### src/hdl/pci_ctl_pkg.sv
// constants shared by the pci control-signal block and its parity unit
// assumes one pci clock domain and a synchronous active-low reset
package pci_ctl_pkg;

  // configuration command register, byte address and field positions
  localparam logic [7:0] CMD_REG_OFS = 8'h04;
  localparam int CMD_W = 16;
  localparam int CMD_MEM_EN = 1;
  localparam int CMD_MASTER_EN = 2;
  localparam int CMD_PERR_EN = 6;
  localparam int CMD_SERR_EN = 8;
  localparam logic [15:0] CMD_RESET = 16'h0000;
  localparam logic [15:0] CMD_WMASK = 16'h0146; // writable bits only

  // bus command encodings as seen on the command/byte-enable lines
  localparam logic [2:0] CFG_CMD_HI = 3'h5; // config read 0xa, write 0xb
  localparam logic [1:0] CFG_TYPE0 = 2'h0;

  // initiator decode window: clocks after the address phase without devsel before master abort
  localparam int DEVSEL_TIMEOUT_CLKS = 5;

  // bus widths
  localparam int AD_W = 32;
  localparam int CBE_W = 4;

  typedef enum logic [2:0] {
    ST_IDLE,
    ST_M_ADDR,
    ST_M_DATA,
    ST_M_TURN,
    ST_T_DATA,
    ST_T_TURN
  } bus_state_t;

endpackage : pci_ctl_pkg

### src/hdl/par_link_if.sv
// carrier between the control block and its parity unit
// assumes both ends share the pci clock
`timescale 1ns/1ns
interface par_link_if;
  import pci_ctl_pkg::*;
  logic [AD_W-1:0] ad;
  logic [CBE_W-1:0] cbe_b;
  logic par_in;
  logic chk_data;
  logic chk_addr;
  logic par_gen;
  logic data_err;
  logic addr_err;

  modport ctl (output ad, cbe_b, par_in, chk_data, chk_addr,
               input par_gen, data_err, addr_err);
  modport par (input ad, cbe_b, par_in, chk_data, chk_addr,
               output par_gen, data_err, addr_err);
endinterface : par_link_if

### src/hdl/pci_parity_unit.sv
// even-parity generator and checker for the address/data bus
// assumes bus pins are sampled synchronously to the pci clock
`timescale 1ns/1ns
module pci_parity_unit
  import pci_ctl_pkg::*;
#(
  parameter int W_AD = AD_W,
  parameter int W_CBE = CBE_W
) (
  input wire logic i_clk,
  input wire logic i_rst_b,
  par_link_if.par pl
);

  typedef struct packed {
    logic par;
    logic chk_d;
    logic chk_a;
    logic data_err;
    logic addr_err;
  } par_st_t;

  par_st_t q, d;

  // parity of this cycle is driven or compared one clock later
  always_comb begin
    d = q;
    d.par = ^{pl.ad[W_AD-1:0], pl.cbe_b[W_CBE-1:0]};
    d.chk_d = pl.chk_data;
    d.chk_a = pl.chk_addr;
    d.data_err = q.chk_d & (pl.par_in != q.par);
    d.addr_err = q.chk_a & (pl.par_in != q.par);
  end

  always_ff @(posedge i_clk) begin
    if (!i_rst_b) begin
      q <= '0;
    end else begin
      q <= d;
    end
  end

  assign pl.par_gen = q.par;
  assign pl.data_err = q.data_err;
  assign pl.addr_err = q.addr_err;

endmodule : pci_parity_unit

### src/hdl/pci_bus_ctl.sv
// pci control-signal block: target claim, initiator sequencing, errors
// assumes the address/data path lies outside; all pins are synchronous
// Function
// - claim a decoded cycle by asserting device select
// - as initiator, end unclaimed cycles with a master abort
// - initiator drives frame, held while more data follows
// - frame deasserted marks the final data phase
// - start as initiator only when granted and the bus is idle
// - answer configuration cycles only while idsel is high
// - a data phase completes when irdy and trdy sampled asserted
// - otherwise each clock is a wait state
// - initiator asserts irdy only when able to finish the phase
// - target asserts trdy only when able to finish the phase
// - drive perr on parity mismatch only if command bit 6 set
// - pulse serr only if command bit 8 set
// - serr may fire while not the target of the cycle
// - serr also pulses for a socket address parity error
// - target stop makes the initiator end the transaction
// - assert request while initiator ownership is needed
// - even parity on par one clock after the covered phase
// - command lines carry command, then per-lane byte enables
`timescale 1ns/1ns
module pci_bus_ctl
  import pci_ctl_pkg::*;
#(
  parameter int LEN_W = 4,
  parameter int TMO_CLKS = DEVSEL_TIMEOUT_CLKS
) (
  input wire logic I_CLOCK,
  input wire logic I_RST_B,
  input wire logic [AD_W-1:0] I_AD,
  input wire logic [CBE_W-1:0] I_CBE_B,
  input wire logic I_PAR,
  input wire logic I_FRAME_B,
  input wire logic I_IRDY_B,
  input wire logic I_TRDY_B,
  input wire logic I_DEVSEL_B,
  input wire logic I_STOP_B,
  input wire logic I_GNT_B,
  input wire logic I_IDSEL,
  input wire logic I_MST_REQ,
  input wire logic I_MST_WR,
  input wire logic [LEN_W-1:0] I_MST_LEN,
  input wire logic I_MST_RDY,
  input wire logic I_TGT_HIT,
  input wire logic I_TGT_RDY,
  input wire logic I_TGT_DISC,
  input wire logic I_SYS_ERR,
  input wire logic I_CB_ADDR_PERR,
  output logic [AD_W-1:0] O_AD,
  output logic O_AD_OE_B,
  output logic O_PAR,
  output logic O_PAR_OE_B,
  output logic O_FRAME_B,
  output logic O_FRAME_OE_B,
  output logic O_IRDY_B,
  output logic O_IRDY_OE_B,
  output logic O_TRDY_B,
  output logic O_DEVSEL_B,
  output logic O_STOP_B,
  output logic O_TGT_OE_B,
  output logic O_PERR_B,
  output logic O_PERR_OE_B,
  output logic O_SERR_B,
  output logic O_SERR_OE_B,
  output logic O_REQ_B,
  output logic [CMD_W-1:0] O_CMD,
  output logic O_MST_XFER,
  output logic O_MST_DONE,
  output logic O_MST_ABORT,
  output logic O_MST_STOPPED,
  output logic O_TGT_XFER
);

  localparam int TW = $clog2(TMO_CLKS + 1);

  // refuse parameters the sequencing cannot serve
  if (LEN_W < 1 || TMO_CLKS < 2) begin : g_bad_param
    $error("pci_bus_ctl: LEN_W must be >= 1 and TMO_CLKS >= 2");
  end

  typedef struct packed {
    bus_state_t state;
    logic [LEN_W-1:0] left;
    logic [TW-1:0] tmo;
    logic seen;
    logic abt;
    logic mst_wr;
    logic stopped;
    logic frame_prev_b;
    logic cfg;
    logic wr;
    logic sel;
    logic [CMD_W-1:0] cmd;
    logic [AD_W-1:0] ad;
    logic ad_oe_b;
    logic par_oe_b;
    logic frame_b;
    logic frame_oe_b;
    logic irdy_b;
    logic irdy_oe_b;
    logic trdy_b;
    logic devsel_b;
    logic stop_b;
    logic tgt_oe_b;
    logic perr_b;
    logic perr_oe_b;
    logic serr_b;
    logic req_b;
    logic mst_xfer;
    logic mst_done;
    logic mst_abort;
    logic tgt_xfer;
  } ctl_st_t;

  ctl_st_t q, d;
  par_link_if pl ();

  // sampled bus levels, asserted-high for readability
  logic frame;
  logic irdy;
  logic trdy;
  logic devsel;
  logic stop;
  logic complete;
  logic addr_phase;
  logic cfg_hit;
  logic mem_hit;
  logic perr_now;
  logic [LEN_W-1:0] left_dec;

  assign frame = !I_FRAME_B;
  assign irdy = !I_IRDY_B;
  assign trdy = !I_TRDY_B;
  assign devsel = !I_DEVSEL_B;
  assign stop = !I_STOP_B;
  assign complete = irdy & trdy;
  assign addr_phase = frame & q.frame_prev_b;
  assign cfg_hit = I_IDSEL && I_CBE_B[3:1] == CFG_CMD_HI
                   && I_AD[1:0] == CFG_TYPE0;
  assign mem_hit = I_TGT_HIT & q.cmd[CMD_MEM_EN];
  assign perr_now = pl.data_err & q.cmd[CMD_PERR_EN];
  assign left_dec = q.left - LEN_W'(1);

  // parity unit sees raw pins; checks run for received phases only
  assign pl.ad = I_AD;
  assign pl.cbe_b = I_CBE_B;
  assign pl.par_in = I_PAR;
  assign pl.chk_addr = addr_phase && q.state == ST_IDLE;
  assign pl.chk_data = complete && ((q.state == ST_T_DATA && q.wr
                       && !q.trdy_b) || (q.state == ST_M_DATA
                       && !q.mst_wr));

  pci_parity_unit #(
    .W_AD(AD_W),
    .W_CBE(CBE_W)
  ) u_parity (
    .i_clk(I_CLOCK),
    .i_rst_b(I_RST_B),
    .pl(pl.par)
  );

  // next-state logic for both initiator and target roles
  always_comb begin
    d = q;
    d.frame_prev_b = I_FRAME_B;
    d.mst_xfer = 1'b0;
    d.mst_done = 1'b0;
    d.mst_abort = 1'b0;
    d.tgt_xfer = 1'b0;
    // par follows every phase this block drove on the bus
    d.par_oe_b = !(q.state == ST_M_ADDR
                   || (q.state == ST_M_DATA && q.mst_wr)
                   || !q.ad_oe_b);
    // perr held one extra clock deasserted before release
    d.perr_b = !perr_now;
    d.perr_oe_b = !(perr_now || !q.perr_b);
    // serr fires regardless of whether this device is the target
    d.serr_b = !(q.cmd[CMD_SERR_EN] && (I_SYS_ERR
                 || I_CB_ADDR_PERR
                 || (pl.addr_err && q.cmd[CMD_PERR_EN])));
    unique case (q.state)
      ST_IDLE: begin
        d.req_b = !(I_MST_REQ && q.cmd[CMD_MASTER_EN]);
        if (!q.req_b && !I_GNT_B && !frame && !irdy) begin
          d.state = ST_M_ADDR;
          d.req_b = 1'b1;
          d.frame_b = 1'b0;
          d.frame_oe_b = 1'b0;
          d.irdy_b = 1'b1;
          d.irdy_oe_b = 1'b0;
          d.left = I_MST_LEN;
          d.mst_wr = I_MST_WR;
          d.tmo = '0;
          d.seen = 1'b0;
          d.abt = 1'b0;
          d.stopped = 1'b0;
        end else if (addr_phase && (cfg_hit || mem_hit)) begin
          d.state = ST_T_DATA;
          d.devsel_b = 1'b0;
          d.trdy_b = 1'b1;
          d.stop_b = 1'b1;
          d.tgt_oe_b = 1'b0;
          d.ad_oe_b = 1'b1; // turnaround clock before read data
          d.cfg = cfg_hit;
          d.wr = I_CBE_B[0];
          d.sel = I_AD[7:2] == CMD_REG_OFS[7:2];
        end
      end
      ST_M_ADDR: begin
        d.state = ST_M_DATA;
        d.tmo = TW'(1);
        d.irdy_b = !I_MST_RDY;
        d.frame_b = (q.left <= LEN_W'(1)) && I_MST_RDY;
      end
      ST_M_DATA: begin
        d.seen = q.seen | devsel;
        if (!d.seen) begin
          d.tmo = q.tmo + TW'(1);
        end
        if (q.abt) begin
          d.state = ST_M_TURN;
          d.irdy_b = 1'b1;
          d.mst_done = 1'b1;
          d.mst_abort = 1'b1;
        end else if (!d.seen && q.tmo == TW'(TMO_CLKS)) begin
          // frame dropped and irdy asserted in the same clock, as an abort demands
          d.abt = 1'b1;
          d.frame_b = 1'b1;
          d.irdy_b = 1'b0;
        end else if (q.frame_b && irdy && (trdy || stop)) begin
          d.state = ST_M_TURN;
          d.irdy_b = 1'b1;
          d.mst_xfer = trdy;
          d.mst_done = 1'b1;
          d.stopped = q.stopped | stop;
        end else if (complete) begin
          d.mst_xfer = 1'b1;
          d.left = left_dec;
          d.irdy_b = !I_MST_RDY;
          d.frame_b = (left_dec <= LEN_W'(1)) && I_MST_RDY;
        end else if (stop && !q.frame_b) begin
          // disconnect: drop frame now, finish on the next phase
          d.stopped = 1'b1;
          d.frame_b = 1'b1;
          d.irdy_b = q.irdy_b && !I_MST_RDY;
        end else if (q.irdy_b) begin
          d.irdy_b = !I_MST_RDY;
          if (!q.frame_b) begin
            d.frame_b = (q.left <= LEN_W'(1)) && I_MST_RDY;
          end
        end
      end
      ST_M_TURN: begin
        // one clock driven high, then released to the pullups
        d.state = ST_IDLE;
        d.frame_oe_b = 1'b1;
        d.irdy_oe_b = 1'b1;
      end
      ST_T_DATA: begin
        d.ad = (q.cfg && q.sel) ? AD_W'(q.cmd) : '0;
        d.ad_oe_b = q.wr;
        if (q.trdy_b) begin
          // once asserted, trdy holds until the phase completes
          d.trdy_b = !(q.cfg || I_TGT_RDY);
          d.stop_b = !(q.cfg || I_TGT_DISC);
          if (!q.wr && q.ad_oe_b) begin
            d.trdy_b = 1'b1;
            d.stop_b = 1'b1;
          end
        end
        if (complete && !q.trdy_b) begin
          d.tgt_xfer = 1'b1;
          if (q.cfg && q.wr && q.sel) begin
            for (int b = 0; b < CMD_W / 8; b++) begin
              if (!I_CBE_B[b]) begin
                d.cmd[b*8 +: 8] = I_AD[b*8 +: 8] & CMD_WMASK[b*8 +: 8];
              end
            end
          end
          d.trdy_b = !(q.cfg || I_TGT_RDY);
        end
        if ((irdy && !frame && (!q.trdy_b || !q.stop_b))
            || (complete && !q.trdy_b && !frame)) begin
          d.state = ST_T_TURN;
          d.devsel_b = 1'b1;
          d.trdy_b = 1'b1;
          d.stop_b = 1'b1;
          d.ad_oe_b = 1'b1;
        end else if (!q.stop_b) begin
          // a stop once shown holds until the transaction ends
          d.stop_b = 1'b0;
        end
      end
      ST_T_TURN: begin
        d.state = ST_IDLE;
        d.tgt_oe_b = 1'b1;
      end
      default: begin
        d.state = ST_IDLE;
      end
    endcase
  end

  // single register stage holds the block state; parity state sits in u_parity
  always_ff @(posedge I_CLOCK) begin
    if (!I_RST_B) begin
      q <= '0;
      q.state <= ST_IDLE;
      q.cmd <= CMD_RESET;
      q.frame_prev_b <= 1'b1;
      q.ad_oe_b <= 1'b1;
      q.par_oe_b <= 1'b1;
      q.frame_b <= 1'b1;
      q.frame_oe_b <= 1'b1;
      q.irdy_b <= 1'b1;
      q.irdy_oe_b <= 1'b1;
      q.trdy_b <= 1'b1;
      q.devsel_b <= 1'b1;
      q.stop_b <= 1'b1;
      q.tgt_oe_b <= 1'b1;
      q.perr_b <= 1'b1;
      q.perr_oe_b <= 1'b1;
      q.serr_b <= 1'b1;
      q.req_b <= 1'b1;
    end else begin
      q <= d;
    end
  end

  // pins and user outputs straight from the state register, par from the parity unit
  assign O_AD = q.ad;
  assign O_AD_OE_B = q.ad_oe_b;
  assign O_PAR = pl.par_gen;
  assign O_PAR_OE_B = q.par_oe_b;
  assign O_FRAME_B = q.frame_b;
  assign O_FRAME_OE_B = q.frame_oe_b;
  assign O_IRDY_B = q.irdy_b;
  assign O_IRDY_OE_B = q.irdy_oe_b;
  assign O_TRDY_B = q.trdy_b;
  assign O_DEVSEL_B = q.devsel_b;
  assign O_STOP_B = q.stop_b;
  assign O_TGT_OE_B = q.tgt_oe_b;
  assign O_PERR_B = q.perr_b;
  assign O_PERR_OE_B = q.perr_oe_b;
  assign O_SERR_B = q.serr_b; // open drain: low only while pulsing
  assign O_SERR_OE_B = q.serr_b;
  assign O_REQ_B = q.req_b;
  assign O_CMD = q.cmd;
  assign O_MST_XFER = q.mst_xfer;
  assign O_MST_DONE = q.mst_done;
  assign O_MST_ABORT = q.mst_abort;
  assign O_MST_STOPPED = q.stopped;
  assign O_TGT_XFER = q.tgt_xfer;

endmodule : pci_bus_ctl

### config.mk
export PLATFORM = sky130hd
export DESIGN_NAME = pci_bus_ctl
export DESIGN_NICKNAME = d
export VERILOG_FILES = /design/src/hdl/pci_ctl_pkg.sv /design/src/hdl/par_link_if.sv /design/src/hdl/pci_parity_unit.sv /design/src/hdl/pci_bus_ctl.sv
export SDC_FILE = /design/constraint.sdc
export NUM_CORES = 1
export LEC_CHECK = 0
export BUFFER_PORTS_ARGS = -buffer_cell sky130_fd_sc_hd__buf_4
export CELL_PAD_IN_SITES_DETAIL_PLACEMENT = 1
export CELL_PAD_IN_SITES_GLOBAL_PLACEMENT = 2
export CORE_ASPECT_RATIO = 2
export CORE_MARGIN = 3
export CORE_UTILIZATION = 28
export DETAILED_ROUTE_END_ITERATION = 8
export PLACE_DENSITY = 0.94
export SYNTH_ARGS = -nofsm -noshare
export SYNTH_HDL_FRONTEND = slang
export SYNTH_SLANG_ARGS = --single-unit
### constraint.sdc
create_clock -name I_CLOCK -period 3 [get_ports I_CLOCK]
set_input_delay 0.6 -clock I_CLOCK [delete_from_list [all_inputs] [get_ports I_CLOCK]]
set_output_delay 0.6 -clock I_CLOCK [all_outputs]
set_load 0.1 [all_outputs]
Word level (Yosys, flattened, before mapping) --
Cells that the tools add are included.
Operators by class: add/subtract/negate cells 2, magnitude comparators 2, eq/ne operators 25, mux-type cells 66, bitwise gates (word level) 13, reduce and logical (&&, ||, !) cells 91
Operators by type and width (count):
- $mux 1 | 38
- $reduce_xor 36->1 | 1
- $logic_and 1x1->1 | 30
- $mux 4 | 6
- $logic_not 1->1 | 23
- $mux 3 | 6
- $reduce_and 4->1 | 4
- $eq 3x3->1 const B | 4
- $logic_or 1x1->1 | 12
- $ne 2x2->1 const B | 6
- $pmux 3 s4 | 1
- $reduce_and 2->1 | 6
- $reduce_and 3->1 | 4
- $reduce_and 6->1 | 2
- $mux 11 | 1
- $pmux 1 s2 | 5
- $mux 9 | 1
- $pmux 3 s3 | 1
- $le 4x1->1 const B | 2
- $pmux 4 s2 | 1
- $reduce_bool 2->1 | 4
- $mux 7 | 1
- $and 1x1->1 | 6
- $eq 3x2->1 const B | 2
- other kinds (21) | 32
Storage, ports and cells: register bits 77, bits of input ports 58, output and inout bits 69, logic and storage cells 236

Longest topological paths before layout --
Gate-level depths: netlist (run 1).
depth in word-level cells 10, mapped depth 8, gate-level depth less buffers 8

Hierarchy --
From an unflattened synthesis (run 1), not the netlist that was laid out.
Unflattened totals: cells, all modules 361, area total of the unflattened synthesis 3040.4 um2
Modules (own cells, without submodules):
- pci_bus_ctl | instances 1, cells an instance 315, area an instance 2575.0 um2
- pci_parity_unit | instances 1, cells an instance 46, area an instance 465.4 um2

Least setup slack after synthesis (run 1) --
OpenSTA, ideal clock, no wires.
path type reg-to-reg, start register q (netlist bit O_REQ_B), end register q[77] (netlist name), library setup time 74 ps, arrival time 2146 ps, data required time 2926 ps, slack 780 ps, stages on the path, launching flop included 7, cells stage by stage dfxtp_1 -> nor4bb_1 -> clkbuf_1 -> nand2_1 -> o41a_1 -> or3_1 -> a31oi_1
On the way: longest elaborated chain between the ends 6
RTL lines:
- start: declaration | line pci_bus_ctl.sv:116 | ctl_st_t q, d;
- $logic_not 1->1 | line pci_bus_ctl.sv:185 | if (!q.req_b && !I_GNT_B && !frame && !irdy) begin
- $logic_and 1x1->1 (3 in a row) | line pci_bus_ctl.sv:185
- $ne 2x1->1 (no line)
- $reduce_and 6->1 (no line)
Every way passes these cells. A chain may end at the register's enable or synchronous reset.

Final worst setup path (run 1) --
start register q[82] (netlist name), end register q[77] (netlist name)
On the way: longest elaborated chain between the ends 3, elaborated cells between the ends (all ways) 10, those cells by class eq/ne: 6; mux: 1; reduce/logical: 3
RTL lines:
- $eq 3x2->1 or $logic_not 3->1 (tied branches) | line pci_bus_ctl.sv:182 | unique case (q.state)
- $ne 2x2->1 (no line), or another cell as far along
- $reduce_and 6->1 (no line)
Parallel ways exist; a longest one is shown, timed or not.

==> reports/metrics.cfg, run 1 <==
[status]
status=finished clean

[placed_design]
hpwl_um=7120
gp_congestion=0.804
dp.cells=555
port_buffers=86

[sta]
fin_crit_sh_pct=76.7
hold_viol_final=0
hold_ws_ns=0.430
finalSetupViolCount=0
fmax_ghz=0.435
setup_tns_ns=0
worstMarginPinSlew_ns=0.850
rsz0062_at_grt=false
finClkSkew_ns=0.00226
relSlewSlack_pct=42.9
period_minus_slack_ns=2.30
maxSlewViolCount=0

[synthesis]
yosysMostFrequentCell=buf_4
synth-edff-count=0
yosysWarnings=0
synth.largest_area_cell=dfxtp_1
syn_area_um2=2900
synth_top_flop_cell=dfxtp_1
avgSynthCellArea_um2=8.22
synth-seq-cells=48
async_flop_share_pct=0
synth_top_area_share_pct=33.1
yosys-top-cells-count=buf_4, dfxtp_1, xnor2_1
ys_top_cells_by_area=dfxtp_1, buf_4, xnor2_1
yosysSeqAreaShare_pct=33.1
synthCells=353
yosysUniqueCellTypes=47

[floorplanning]
fp-row-count=52
ios=127
die_y_um=150
start_util_pct=28.8
fp.dieArea_um2=11700
core_um2=10100
die_w_um=78.0

[worst_setup_path]
worst-path-stages=5
start_kind=flop
r2r_cells=5
crit_type=flop to flop
r2r_slack_ns=0.70
critical-path-slowest-cell=dfxtp_1
cp_max_fo=15
path_delay_family=simple AND/OR/NAND/NOR gates
critPathArrivalTime_ns=2.50
end_kind=flop
required_ns=3.20
slowest_delay_ns=0.59
crit_buf_inv=1
crit_chain=or3b_1 -> buf_4 -> o41a_1 -> or3_1 -> a31oi_1

[clocking]
clock_path_buffers=2
h-tree-depth=2
clock-sinks=48
clkTransAtPathRegs_ns=0.06
clk_latency_ns=0.29
root_buffer=clkbuf_16
postCtsSetupBuffers=0
cts_tree=built
postCtsHoldBufs=0
cts_buffers=5
cts-resized-gates=0

[global_route]
grt_overflow_total=0
grt_max_degree=21
grt_pass1_vias=2772
grt_antenna_before_repair=0
track_usage_pct=14.7
grt_pass1_wl_um=13500

[pwr]
power.density_nw_per_um2=562
power.total_mw=2.05
power_leakage_nw=1.59
ir_drop_uv=327

[detailed_routing]
wl_per_cell_um=15.2
viasPerCell=4.64
vias=2606
drt_iter0_drc=89
wirelength_um=8560
dr.pass1.iters=4
drc=0
ant_nets=0

[layout]
multiInputGateArea_um2=1600
seqCellArea_um2=961
post-route-util_pct=36.3
num_antenna_cells=0
layout.cells.non_filler=562
fillers=1214
area_growth_pct=26.1
drive_gt1_share_pct=23.7
nets=495

[min_path]
hold_path_depth=1
hold_class=flop to flop

[flow_run]
drv_cap=0

==> layout make-up <==
cell class                      instances  area share, %
Sequential cell                        48           26.3
Clock inverter                          2           1.64
Multi-Input combinational cell        264           43.6
Tap cell                              135           4.62
Timing Repair Buffer                   91           18.7
Clock buffer                            5           3.42
Inverter                               17           1.74
==> power by group <==
group          internal (mW)  switching, mW  total (mW)
registers              0.656         0.0212       0.678
logic                  0.184          0.475       0.659
clock network          0.473          0.244       0.717
==> layer usage <==
layer  part of all wire (%)  wire length [um]  GRT usage [%]
met2                     61              5250           31.4
met1                     31              2660           12.9
met5                      0                 0              0
met3                    6.1               523           2.89
met4                    1.5               127           4.82
==> cell families after synthesis <==
group           after synthesis  share of synthesized area [%]
other cells                   1                          0.129
fa+ha+maj                    10                           4.31
xor+xnor                     36                           10.9
buf+inv                      80                           16.9
flops                        48                           33.1
simple gates                108                           18.7
compound gates               63                           13.5
mux                           7                           2.42
==> through the flow <==
step | cell area, um2 | setup slack [ns]
after floorplan | 3050 | 0.780
after global placement | 3470 | 0.678
after global routing | 3660 | 0.577
after detailed placement | 3470 | 0.645
after CTS | 3660 | 0.701
final | 3660 | 0.700
==> registers in the layout (all words and copies together) (netlist names), 2 cells and up <==
name,flops
q,17
O_AD,4
O_CMD,4
u_parity.q,2
==> layout by cell type, fill, tap and decap left out, types with 6 or more instances in the layout <==
master / n
inv_1: 16
nor3_1: 15
nand4_1: 6
nand2_1: 26
dfxtp_1: 48
o21ai_0: 16
xor2_1: 6
mux2i_1: 7
nor2_1: 24
ha_1: 10
xnor2_1: 30
a21oi_1: 20
buf_4: 91
conb_1: 40
==> worst paths after layout <==
path,from,to
hold / removal,u_parity.pl.data_err,O_PERR_B
setup / recovery,q[82],q[77]
hold reg to reg,u_parity.pl.data_err,O_PERR_B
setup reg to reg,q[82],q[77]
(Power assumes the default switching activity.)
==> run 2: changes to the inputs <==
--- a/config.mk
+++ b/config.mk
@@ -5,14 +5,15 @@
 export SDC_FILE = /design/constraint.sdc
 export NUM_CORES = 1
 export LEC_CHECK = 0
+export ABC_AREA = 1
 export BUFFER_PORTS_ARGS = -buffer_cell sky130_fd_sc_hd__buf_4
 export CELL_PAD_IN_SITES_DETAIL_PLACEMENT = 1
 export CELL_PAD_IN_SITES_GLOBAL_PLACEMENT = 2
 export CORE_ASPECT_RATIO = 2
 export CORE_MARGIN = 3
-export CORE_UTILIZATION = 28
+export CORE_UTILIZATION = 25
 export DETAILED_ROUTE_END_ITERATION = 8
-export PLACE_DENSITY = 0.94
+export PLACE_DENSITY = 0.9
 export SYNTH_ARGS = -nofsm -noshare
 export SYNTH_HDL_FRONTEND = slang
 export SYNTH_SLANG_ARGS = --single-unit
==> constraint.sdc (replaced) <==
create_clock -name I_CLOCK -period 2.16 [get_ports I_CLOCK]
set_input_delay 0.432 -clock I_CLOCK [delete_from_list [all_inputs] [get_ports I_CLOCK]]
set_output_delay 0.432 -clock I_CLOCK [all_outputs]
set_load 0.1 [all_outputs]
==> run 2 against run 1 <==
Against the previous run:
- synthesized cell count rose by 48%
- worst hold slack worse by 0.046 ns
- non-clock buffer count fell by 1
- critical path depth increased by 5
- sequential share of layout area down 2.8 points
- sequential power is 33% higher
- cell count increased by 35%
- first-iteration DRC count fell by 22%
- largest cell class unchanged
- largest power group unchanged
==> reports/metrics.cfg, run 2 <==
[status]
status=finished clean

[global_route]
grt_pass1_vias=3732  ; +35%
grt_max_degree=28  ; +33%
grt_antenna_before_repair=0  ; unchanged
grt_pass1_wl_um=16800  ; +24%
track_usage_pct=14.3  ; -0.43 points
grt_overflow_total=0  ; unchanged

[floorplanning]
start_util_pct=25.6  ; -3.1 points
die_w_um=87.6  ; +12%
fp.dieArea_um2=14800  ; +27%
ios=127  ; unchanged
die_y_um=169  ; +13%
core_um2=13000  ; +29%
fp-row-count=59  ; +13%

[clocking]
postCtsSetupBuffers=0  ; unchanged
root_buffer=clkbuf_16
clock-sinks=48  ; unchanged
clk_latency_ns=0.29  ; about the same
clock_path_buffers=2  ; unchanged
cts-resized-gates=0  ; unchanged
clkTransAtPathRegs_ns=0.07  ; about the same
cts_buffers=5  ; unchanged
postCtsHoldBufs=0  ; unchanged
cts_tree=built
h-tree-depth=2  ; unchanged

[worst_setup_path]
start_kind=flop
end_kind=flop
critPathArrivalTime_ns=1.84  ; -0.66 ns
worst-path-stages=10  ; +5
cpMostUsedCell=nor2_1
slowest_delay_ns=0.33  ; -0.26 ns
required_ns=2.36  ; -0.84 ns
crit_buf_inv=1  ; unchanged
critical-path-slowest-cell=dfxtp_1
cp_max_fo=6  ; -9
path_delay_family=simple AND/OR/NAND/NOR gates
r2r_cells=10  ; +5
crit_type=flop to flop
crit_chain=nor2_1 -> nand3_1 -> nor2_4 -> inv_2 -> nand3_2 -> o21ai_1 -> nor2_1 -> nor2_1 -> nor2_1 -> nand2_1

[sta]
period_minus_slack_ns=1.64  ; -0.656 ns
fmax_ghz=0.608  ; +40%
rsz0062_at_grt=false
setup_ws_ns=0.516  ; -0.184 ns
setup_tns_ns=0  ; unchanged
hold_viol_final=0  ; unchanged
hold_ws_ns=0.384  ; -0.0463 ns
fin_crit_sh_pct=76.1  ; -0.56 points
maxSlewViolCount=0  ; unchanged
finClkSkew_ns=0.00862  ; +0.00635 ns
finalSetupViolCount=0  ; unchanged

[pwr]
ir_drop_uv=452  ; +38%
power_leakage_nw=2.21  ; +39%
power.density_nw_per_um2=618  ; +10%
power.total_mw=2.53  ; +23%

[detailed_routing]
drt_iter0_drc=69  ; -22%
dr.pass1.iters=4  ; unchanged
wirelength_um=10400  ; +21%
wl_per_cell_um=13.7  ; -9.8%
viasPerCell=4.56  ; -1.6%
vias=3448  ; +32%
ant_nets=0  ; unchanged
drc=0  ; unchanged

[layout]
post-route-util_pct=31.5  ; -4.7 points
final_common_cell=nand2_1
nets=671  ; +36%
final_cell_mix=nand2_1, buf_4, inv_1
largest_reg_flops=17  ; unchanged
design_area_um2=4100  ; +12%
drive_gt1_share_pct=18.7  ; -4.9 points
fillers=1703  ; +40%
layout.cells.non_filler=756  ; +35%
num_antenna_cells=0  ; unchanged
area_growth_pct=23.1
regMostFlops=q
seqCellArea_um2=961  ; unchanged
multiInputGateArea_um2=1820  ; +14%

[synthesis]
yosysWarnings=0  ; unchanged
async_flop_share_pct=0  ; unchanged
synthCells=524  ; +48%
avgSynthCellArea_um2=6.36  ; -23%
synth-seq-cells=48  ; unchanged
synth-edff-count=0  ; unchanged
syn_area_um2=3330  ; +15%
yosysMostFrequentCell=nand2_1
synth_top_area_share_pct=28.9  ; -4.3 points
yosys-top-cells-count=nand2_1, inv_1, buf_4
synth_top_flop_cell=dfxtp_1
ys_top_cells_by_area=dfxtp_1, nand2_1, buf_4
yosysSeqAreaShare_pct=28.9  ; -4.3 points
yosysUniqueCellTypes=41  ; -13%
synth.largest_area_cell=dfxtp_1

[flow_run]
drv_cap=0  ; unchanged

[min_path]
hold_class=input pin to flop
hold_path_depth=3  ; +2

[placed_design]
hpwl_um=8880  ; +25%
gp_congestion=0.809  ; +0.67%
port_buffers=86  ; unchanged
dp.cells=748  ; +35%
preCtsSetupSlack_ns=0.193  ; -0.452 ns
dpl_cell_area_um2=3930  ; +13%

-- run 2: cell count changes after synthesis, sizes merged, moves of 4 or more --
cell,previous run,this run
nand2,26,168
inv,16,73
nand3,5,30
xnor2,30,6
nor2,25,47
clkbuf,11,3
o21ai,16,24
mux2i,7,0
nor3,15,9
and3,5,0
nor2b,5,0
a21oi,20,24
-- run 2: where the power goes --
group | switching (mW) | internal [mW]
Sequential | 0.00729 | 0.894
Combinational | 0.557 | 0.167
Clock | 0.357 | 0.551
-- run 2: worst register-to-register path, delay by kind of cell (launching register included) --
family / cells / cell delay, ns
buffers and inverters: 1 / 0.11
AOI/OAI and AO/OA: 1 / 0.10
DFF: 1 / 0.33
and+or+nand+nor: 8 / 1.03
-- run 2: area by class of cell --
class / instances / share of cell area [%]
multi-input cells: 384 / 44.5
flip-flops and latches: 48 / 23.4
repair buffers: 90 / 16.5
inverters: 74 / 6.78
well taps: 152 / 4.64
clock buffers: 5 / 3.05
clock inverters: 3 / 1.13
-- run 2: per-layer routing --
layer / global-route usage [%] / wire, um
met1: 13.1 / 3380
met2: 29.4 / 6230
met3: 1.75 / 463
met4: 6.01 / 298
met5: 0 / 0
-- run 2: cell families (layout without fill, tap and decap cells) --
group | Yosys count | count (layout) | synth area share [%]
AO/OA/AOI/OAI | 63 | 63 | 10.9
buffers and inverters | 131 | 172 | 20.8
adder cells (fa/ha/maj) | 10 | 10 | 3.76
XOR/XNOR | 9 | 9 | 2.37
other | 1 | 40 | 0.113
flip-flops | 48 | 48 | 28.9
AND/OR/NAND/NOR | 262 | 262 | 33.2
-- run 2: worst paths after layout --
| check | end | slack, ns | start |
|---|---|---|---|
| worst min-delay path | q[69] | 0.38 | I_FRAME_B |
| worst max-delay path | O_FRAME_B | 0.52 | O_REQ_B |
| worst min register to register | O_PERR_B | 0.43 | u_parity.pl.data_err |
| worst max register to register | O_FRAME_B | 0.52 | O_REQ_B |
